$ cat config.mk
export PLATFORM = sky130hd
export DESIGN_NAME = kbi_top
export DESIGN_NICKNAME = d
export VERILOG_FILES = /design/src/hdl/kbi_pkg.sv /design/src/hdl/kbi_sync.sv /design/src/hdl/kbi_line.sv /design/src/hdl/kbi_top.sv
export SDC_FILE = /design/constraint.sdc
export NUM_CORES = 1
export LEC_CHECK = 0
export BUFFER_PORTS_ARGS = -buffer_cell sky130_fd_sc_hd__buf_2
export CAP_MARGIN = 20
export CORE_MARGIN = 2
export CORE_UTILIZATION = 54
export CTS_CLUSTER_DIAMETER = 100
export DETAILED_ROUTE_END_ITERATION = 7
export PLACE_DENSITY_LB_ADDON = 0.3
export SYNTH_ARGS = -nofsm -noshare
export SYNTH_HDL_FRONTEND = slang
export SYNTH_HIERARCHICAL = 1
export SYNTH_SLANG_ARGS = --single-unit
$ cat constraint.sdc
create_clock -name sys_clk_in -period 2 [get_ports sys_clk_in]
set_input_delay 0.4 -clock sys_clk_in [delete_from_list [all_inputs] [get_ports sys_clk_in]]
set_output_delay 0.4 -clock sys_clk_in [all_outputs]
set_load 0.05 [all_outputs]
$ cat src/hdl/kbi_pkg.sv
// kbi_pkg: constants shared by the keyboard level interrupt block
// assumes an 8-bit special function register bus with 8-bit addresses
package kbi_pkg;

  // ------------------------------------------------------------------
  // widths
  // ------------------------------------------------------------------
  localparam int          KBI_LINES      = 8;
  localparam int          KBI_SYNC_DEPTH = 2;

  // ------------------------------------------------------------------
  // register offsets on the sfr bus
  // ------------------------------------------------------------------
  localparam logic [7:0]  KBI_LEVEL_SELECT_ADDR = 8'h9c;
  localparam logic [7:0]  KBI_LINE_ENABLE_ADDR  = 8'h9d;
  localparam logic [7:0]  KBI_LINE_FLAGS_ADDR   = 8'h9e;

  // ------------------------------------------------------------------
  // reset values
  // ------------------------------------------------------------------
  localparam logic [7:0]  KBI_LEVEL_SELECT_RST  = 8'h00;
  localparam logic [7:0]  KBI_LINE_ENABLE_RST   = 8'h00;
  localparam logic [7:0]  KBI_LINE_FLAGS_RST    = 8'h00;
  localparam logic [7:0]  KBI_RDATA_RST         = 8'h00;
  // synchroniser starts at the pulled-up idle level of the pins
  localparam logic [7:0]  KBI_SYNC_RST          = 8'hff;

endpackage : kbi_pkg

$ cat src/hdl/kbi_sync.sv
// kbi_sync: two-stage synchroniser for the port one keyboard inputs
// assumes the pins are asynchronous to sys_clk_in
`timescale 1ns/100ps
module kbi_sync (
  input  wire logic       sys_clk_in,
  input  wire logic       sys_rst_in,
  input  wire logic [7:0] async_in,
  output logic      [7:0] sync_out
);

  typedef struct packed {
    logic [7:0] stage_one;
    logic [7:0] stage_two;
  } kbi_sync_state_t;

  kbi_sync_state_t state;
  kbi_sync_state_t next_state;

  // ------------------------------------------------------------------
  // next state
  // ------------------------------------------------------------------
  always_comb begin
    next_state           = state;
    next_state.stage_one = async_in;
    next_state.stage_two = state.stage_one;
  end

  always_ff @(posedge sys_clk_in) begin
    if (sys_rst_in) begin
      // a zero here would read as a low level on every line
      state.stage_one <= kbi_pkg::KBI_SYNC_RST;
      state.stage_two <= kbi_pkg::KBI_SYNC_RST;
    end else begin
      state <= next_state;
    end
  end

  assign sync_out = state.stage_two;
endmodule : kbi_sync

$ cat src/hdl/kbi_line.sv
// kbi_line: level detector and sticky flag for one keyboard line
// assumes its level input is already synchronised to sys_clk_in
`timescale 1ns/100ps
module kbi_line (
  input  wire logic sys_clk_in,
  input  wire logic sys_rst_in,
  input  wire logic level_in,
  input  wire logic level_select_in,
  input  wire logic line_enable_in,
  input  wire logic flag_clear_in,
  output logic      flag_out,
  output logic      hit_out,
  output logic      request_out
);

  typedef struct packed {
    logic flag;
  } kbi_line_state_t;

  kbi_line_state_t state;
  kbi_line_state_t next_state;
  logic            hit;

  // ------------------------------------------------------------------
  // detect and flag
  // ------------------------------------------------------------------
  always_comb begin
    hit             = (level_in == level_select_in);
    next_state      = state;
    // a hit in the clearing cycle keeps the flag set
    next_state.flag = (state.flag & ~flag_clear_in) | hit;
  end

  always_ff @(posedge sys_clk_in) begin
    if (sys_rst_in) begin
      state <= '0;
    end else begin
      state <= next_state;
    end
  end

  assign flag_out    = state.flag;
  assign hit_out     = hit;
  assign request_out = state.flag & line_enable_in;
endmodule : kbi_line

$ cat src/hdl/kbi_top.sv
// kbi_top: keyboard level interrupt on port one, eight lines
// assumes an sfr bus with one-cycle rd/wr strobes and a global enable
// bit held in the interrupt enable register outside this block
`timescale 1ns/100ps
module kbi_top (
  input  wire logic       sys_clk_in,
  input  wire logic       sys_rst_in,
  input  wire logic [7:0] port_one_in,
  input  wire logic       keypad_global_irq_enable_in,
  input  wire logic [7:0] sfr_addr_in,
  input  wire logic       sfr_wr_in,
  input  wire logic       sfr_rd_in,
  input  wire logic [7:0] sfr_wdata_in,
  output logic      [7:0] sfr_rdata_out,
  output logic      [7:0] key_line_enable_alias_out,
  output logic            key_irq_out,
  output logic            key_wake_out
);

  // ------------------------------------------------------------------
  // state
  // ------------------------------------------------------------------
  typedef struct packed {
    logic [7:0] key_level_select;
    logic [7:0] key_line_enable;
    logic [7:0] rdata;
    logic [7:0] enable_alias;
    logic       irq;
    logic       wake;
  } kbi_top_state_t;

  kbi_top_state_t state;
  kbi_top_state_t next_state;

  logic [7:0] level_sync;
  logic [7:0] key_line_flags;
  logic [7:0] line_hit;
  logic [7:0] line_request;
  logic       flags_read;
  logic       sel_wr;
  logic       en_wr;

  // ------------------------------------------------------------------
  // input synchroniser
  // ------------------------------------------------------------------
  kbi_sync u_sync (
    .sys_clk_in (sys_clk_in),
    .sys_rst_in (sys_rst_in),
    .async_in   (port_one_in),
    .sync_out   (level_sync)
  );

  // ------------------------------------------------------------------
  // bus decode
  // ------------------------------------------------------------------
  assign flags_read = sfr_rd_in
                    && (sfr_addr_in == kbi_pkg::KBI_LINE_FLAGS_ADDR);
  assign sel_wr     = sfr_wr_in
                    && (sfr_addr_in == kbi_pkg::KBI_LEVEL_SELECT_ADDR);
  assign en_wr      = sfr_wr_in
                    && (sfr_addr_in == kbi_pkg::KBI_LINE_ENABLE_ADDR);

  // ------------------------------------------------------------------
  // per-line detectors
  // ------------------------------------------------------------------
  for (genvar i = 0; i < kbi_pkg::KBI_LINES; i++) begin : g_line
    kbi_line u_line (
      .sys_clk_in      (sys_clk_in),
      .sys_rst_in      (sys_rst_in),
      .level_in        (level_sync[i]),
      .level_select_in (state.key_level_select[i]),
      .line_enable_in  (state.key_line_enable[i]),
      .flag_clear_in   (flags_read),
      .flag_out        (key_line_flags[i]),
      .hit_out         (line_hit[i]),
      .request_out     (line_request[i])
    );
  end

  // ------------------------------------------------------------------
  // registers and outputs
  // ------------------------------------------------------------------
  always_comb begin
    next_state = state;
    if (sel_wr) begin
      next_state.key_level_select = sfr_wdata_in;
    end
    if (en_wr) begin
      next_state.key_line_enable = sfr_wdata_in;
    end
    // flags register ignores writes
    case (sfr_addr_in)
      kbi_pkg::KBI_LEVEL_SELECT_ADDR: begin
        next_state.rdata = state.key_level_select;
      end
      kbi_pkg::KBI_LINE_ENABLE_ADDR: begin
        next_state.rdata = state.key_line_enable;
      end
      kbi_pkg::KBI_LINE_FLAGS_ADDR: begin
        next_state.rdata = key_line_flags;
      end
      default: begin
        next_state.rdata = 8'h00;
      end
    endcase
    if (!sfr_rd_in) begin
      next_state.rdata = state.rdata;
    end
    next_state.enable_alias = state.key_line_enable;
    next_state.irq  = keypad_global_irq_enable_in
                    && (|line_request);
    next_state.wake = |(line_hit & state.key_line_enable);
  end

  always_ff @(posedge sys_clk_in) begin
    if (sys_rst_in) begin
      state.key_level_select <= kbi_pkg::KBI_LEVEL_SELECT_RST;
      state.key_line_enable  <= kbi_pkg::KBI_LINE_ENABLE_RST;
      state.rdata            <= kbi_pkg::KBI_RDATA_RST;
      state.enable_alias     <= kbi_pkg::KBI_LINE_ENABLE_RST;
      state.irq              <= 1'b0;
      state.wake             <= 1'b0;
    end else begin
      state <= next_state;
    end
  end

  assign sfr_rdata_out             = state.rdata;
  assign key_line_enable_alias_out = state.enable_alias;
  assign key_irq_out               = state.irq;
  assign key_wake_out              = state.wake;
endmodule : kbi_top

==> reports/results.tsv, run 1 <==
metric	value	unit
PostCTS Resize Cnt	0	
Ports	47	
Clock Latency Late Sink	0.33	ns
gr usage total	18.8	%
share of layout cells above drive strength 1	25.9	%
type of the worst setup path	reg -> out	
Vias/cell	5.12	
most area-hungry cell type in the Yosys netlist	dfxtp_1	
H-tree lvl count	3	
Mean Syn Cell Area	10.1	sq um
largest net degree at the start of global routing	34	
synth top area cells	dfxtp_1 (47%), mux2i_1 (9.8%), nand2b_1 (6.4%)	
status	finished clean	
Fill cells	366	
Initial Util	56.1	%
row cnt	24	
Max-slew headroom	66.6	%
register area	0.00116	sq mm
endpoints failing setup	0	
grt ovf	0	
commonest non-fill, non-tap cell in the layout	dfxtp_1	
post-CTS setup buffers	0	
CP max stage cell	dfxtp_1	
CTS tree	done	
Worst Tran Pin Value	0.501	ns
RSZ-0062 raised after global routing	no	
Die ar.	0.00508	sq mm
pwr dens	852	mW/mm^2
Detail Route Antenna Nets	0	
Vias	1711	
Synth cell types	29	
synth warn	6	
Lkg Pwr	1.26	nW
Die W	71.3	microns
maximum achievable frequency	0.751	GHz
Starting DRT DRC Count	89	
Worst Path Buf+Inv	1	
fin crit share	66.5	%
Worst EP arrival	0.93	ns
CP max FO	2	
Detailed Place HPWL	3.27	mm
core area	0.00435	sq mm
Synth Cell Area	0.00244	sq mm
# port buffers	46	
Clk pin slew, worst setup/hold paths	0.07	ns
Worst VDD drop	484	uV
routed len/inst	13.7	microns
dpl cell area	0.00260	sq mm
post-route design area	0.00280	sq mm
crit path launch type	flop	
most frequent cells in the layout	dfxtp_1 (58), buf_2 (46), nand2b_1 (25), mux2i_1 (24)	
# DRC	0	
initial antenna violation count	0	
setup TNS	0	ns
clock tree root buffer cell	clkbuf_8	
Total Wirelength	4.56	mm
Syn Nets	271	
HP Class	in -> reg	
area delta synth->final	14.3	%
area occupied by multi-input gates	0.00108	sq mm
Clock Path Buffers	2	
top cell family by delay on the critical path	flip-flops	
final net count	306	
Worst Path Required	1.60	ns
Die H	71.3	microns
Final Hold Fails	0	
ANT cells	0	
Mapped Cells	242	
Final Max Tran Viols	0	
Clock Skew	0.0110	ns
Pre-antenna DRT Iters	4	
CP peak stage delay	0.33	ns
GP Congestion	0.870	
first-pass GRT wire length	7.18	mm
Yosys reg bits	58	
# clock sinks	58	
MaxCap Viol Count	0	
CTS Buf Count	9	
sequential fraction of the synthesis area	47.5	%
CTS Hold Bufs	0	
critical path cell sequence	buf_2	
Synth top area share	47.5	%
Period minus WS final	1.33	ns
CP endpoint kind	output pin	
vias in the first global route	1555	
path summary, 6_finish.rpt:
path	from	end	slack [ns]	cells after the start
setup / recovery	sfr_rdata_out[4]	sfr_rdata_out[4]	0.67	1
setup reg to reg	next_state[3]	key_irq_out	0.83	3
hold reg to reg	u_sync/next_state[0]	u_sync/sync_out[0]	0.40	1
hold / removal	port_one_in[3]	u_sync/next_state[3]	0.24	2
Yosys cell counts, drive strengths merged:
| cell | n |
|---|---|
| a21oi | 2 |
| a22oi | 4 |
| a32oi | 8 |
| a41oi | 1 |
| and2 | 9 |
| and4 | 1 |
| and4bb | 1 |
| buf | 21 |
| clkbuf | 5 |
| dfxtp | 58 |
| inv | 8 |
| mux2i | 24 |
| nand2 | 16 |
| nand2b | 25 |
| nand3 | 2 |
| nand4 | 1 |
| nand4bb | 1 |
| nor2 | 1 |
| nor2b | 9 |
| nor3b | 1 |
| nor4 | 3 |
| o21ba | 8 |
| or2 | 24 |
| or4 | 1 |
| xnor2 | 8 |
sequential cells by signal, indices dropped and copies added (netlist names), 8 cells and up:
register	flops
g_line.u_line/flag_out	8
key_line_enable_alias_out	8
next_state	8
sfr_rdata_out	8
state	8
u_sync/next_state	8
u_sync/sync_out	8
power breakdown:
part           internal, mW  switching, mW
sequential             1.18         0.0103
combinational        0.0654         0.0565
clock                 0.643          0.425
cells by family (layout without fill, tap and decap cells):
family                 Yosys count  count (layout)  synth area share (%)
AND/OR/NAND/NOR                 95              95                  23.4
flip-flops                      58              58                  47.5
buffers and inverters           34              74                  8.29
multiplexers                    24              24                  9.83
AO/OA/AOI/OAI                   23              23                  8.14
XOR/XNOR                         8               8                  2.87
layout make-up:
class	instances	area share [%]
timing repair buffer	50	9.31
sequential	58	41.5
tap	52	2.33
clock inverter	2	1.25
clock buffer	14	5.82
multi-input combinational	150	38.7
inverter	8	1.07
routing by layer:
layer  GRT usage [%]  share of wire (%)  vias up
li1                -                  -      859
met1            22.4                 45      790
met2            29.7                 46       52
met3            6.61                5.5       10
met4            10.3                3.1        0
met5               0                  0        -
metrics by stage:
step,worst slack (ns),util (%),power [mW],cells,hold slack (ns)
detailed placement,0.346,59.7,1.34,318,0.389
global placement,0.396,59.7,1.34,318,0.386
CTS,0.659,64.2,2.40,334,0.228
finish,0.669,64.2,2.38,334,0.241
global route,0.614,64.2,2.47,334,0.231
floorplan,0.300,-,1.29,242,0.383
No activity file was read; power rests on OpenSTA's default activity.
==> inputs of run 2 (changes only) <==
Settings changed: CORE_UTILIZATION 54 to 49.
Clock period 2 ns to 1.22 ns, I/O delays scaled along.
==> reports/results.tsv, run 2 (synthesized netlist as in run 1, its figures left out) <==
metric	value	unit
Worst VDD drop	876	uV
PnR worst setup slack	0.0471	ns
Ports	47	
Pre-antenna DRT Iters	4	
Die H	74.6	microns
Final Max Tran Viols	0	
RSZ-0062 raised after global routing	no	
HP Class	in -> reg	
Clock Skew	0.00563	ns
Hold Crit Depth	2	
Final Hold Fails	0	
Worst Tran Pin Value	0.399	ns
Period minus WS final	1.17	ns
Sw Ratio	21.1	%
Detail Route Antenna Nets	0	
Clk pin slew, worst setup/hold paths	0.06	ns
Clock Path Buffers	2	
top cell family by delay on the critical path	flip-flops	
CP endpoint kind	output pin	
vias in the first global route	1664	
# port buffers	46	
reg-to-reg setup timing slack	0.08	ns
combinational power share	5.6	%
Die W	74.6	microns
GP Congestion	0.846	
Fill cells	425	
H-tree lvl count	3	
hold path start	port_one_in[0]	
final net count	324	
Psw	0.868	mW
Starting DRT DRC Count	103	
row cnt	25	
type of the worst setup path	reg -> out	
CP peak stage delay	0.33	ns
setup TNS	0	ns
# clock sinks	58	
Initial Util	51.4	%
Worst R2R Start	g_line[1].u_line/flag_out	
Clock Latency Late Sink	0.34	ns
crit path launch type	flop	
CTS tree	done	
most frequent cells in the layout	dfxtp_1 (58), buf_2 (45), nand2b_1 (25), mux2i_1 (24), buf_4 (21)	
critical path cell sequence	buf_2	
clock tree root buffer cell	clkbuf_8	
Worst EP arrival	0.93	ns
Lkg Pwr	1.38	nW
Detailed Place HPWL	3.65	mm
Worst Path Required	0.98	ns
status	finished clean	
Finished Core Util	63.1	%
initial antenna violation count	0	
CP max stage cell	dfxtp_1	
share of layout cells above drive strength 1	32.0	%
area occupied by multi-input gates	0.00110	sq mm
CTS Buf Count	9	
Die ar.	0.00557	sq mm
Vias/cell	4.88	
Worst Hold Endpoint	u_sync/next_state[0]	
Sequential Power Share	47.3	%
endpoints failing setup	0	
ANT cells	0	
commonest non-fill, non-tap cell in the layout	dfxtp_1	
MaxCap Viol Count	0	
first-pass GRT wire length	8.00	mm
internal power	3.25	mW
routed len/inst	13.5	microns
Worst Path Buf+Inv	1	
register area	0.00116	sq mm
hold_ws	0.0756	ns
largest net degree at the start of global routing	29	
gr usage total	20.4	%
Total Wirelength	4.96	mm
worst-case reg-to-reg path depth	3	
Max-slew headroom	73.1	%
clock network power share	47.0	%
pwr dens	1370	mW/mm^2
core area	0.00475	sq mm
fin crit share	96.1	%
CTS Hold Bufs	0	
CP max FO	2	
Vias	1790	
RR Endpoint	key_irq_out	
area delta synth->final	22.7	%
grt ovf	0	
worst slack at placement	-0.278	ns
# DRC	0	
maximum achievable frequency	0.853	GHz
==> run 2: cell count changes in the layout (fill, tap and decap cells not counted) <==
cell	delta
buf_12	+1
nand3_2	+1
clkinv_2	+3
buf_4	+17
clkbuf_8	-1
bufinv_16	+1
nor3b_4	+1
buf_2	-1
nor3b_1	-1
clkbuf_1	-3
clkbuf_4	+1
nand3_1	-1
==> run 2: area by class of cell <==
cell class              count  area share, %
multi-input cells         150           36.6
flip-flops and latches     58           38.7
repair buffers             68           13.7
well taps                  67           2.79
clock inverters             6           2.67
clock buffers              10           4.59
inverters                   8           1.00
==> run 2: power groups by stage <==
stage	Sequential, mW	Clock, mW	Combinational (mW)
2_1_floorplan	1.99	0	0.136
3_3_place_gp	1.99	0	0.226
3_5_place_dp	1.99	0	0.232
4_1_cts	1.95	1.97	0.233
5_1_grt	1.95	2.07	0.257
6_report	1.95	1.94	0.232
==> run 2: routing by layer <==
metal,global-route usage [%],up-vias,wire [microns]
li1,-,898,-
met1,25.0,823,2280
met2,32.4,57,2270
met3,6.02,12,267
met4,10.7,0,148
met5,0,-,0
==> run 2: per-stage QoR <==
| stage | area (sq um) | total power [mW] | cells |
|---|---|---|---|
| final | 3000 | 4.12 | 367 |
| after global routing | 3000 | 4.28 | 367 |
| after CTS | 3000 | 4.15 | 367 |
| after detailed placement | 2780 | 2.23 | 351 |
| after global placement | 2780 | 2.22 | 351 |
| after floorplan | 2460 | 2.12 | 242 |
==> run 2: worst max-delay path by stage <==
stage	startpoint	endpoint	depth (start not counted)
floorplan	sfr_addr_in[6]	state[29]	3
global placement	sfr_addr_in[6]	g_line[7].u_line/flag_out	7
detailed placement	sfr_addr_in[5]	g_line[0].u_line/flag_out	7
CTS	sfr_rdata_out[4]	sfr_rdata_out[4]	1
global route	sfr_rdata_out[4]	sfr_rdata_out[4]	1
finish	sfr_rdata_out[4]	sfr_rdata_out[4]	1
==> run 2: worst reg2reg max path, delay by kind of cell (launching register included) <==
kind | cells | cell delay (ns)
compound gates | 1 | 0.12
flops | 1 | 0.33
simple gates | 2 | 0.56
==> run 2: timing repair <==
action,4_1_cts,5_1_grt
endpoints found under the setup margin,0,1
setup buffers,0,0
gates resized for setup,0,1
endpoints found under the hold margin,0,0
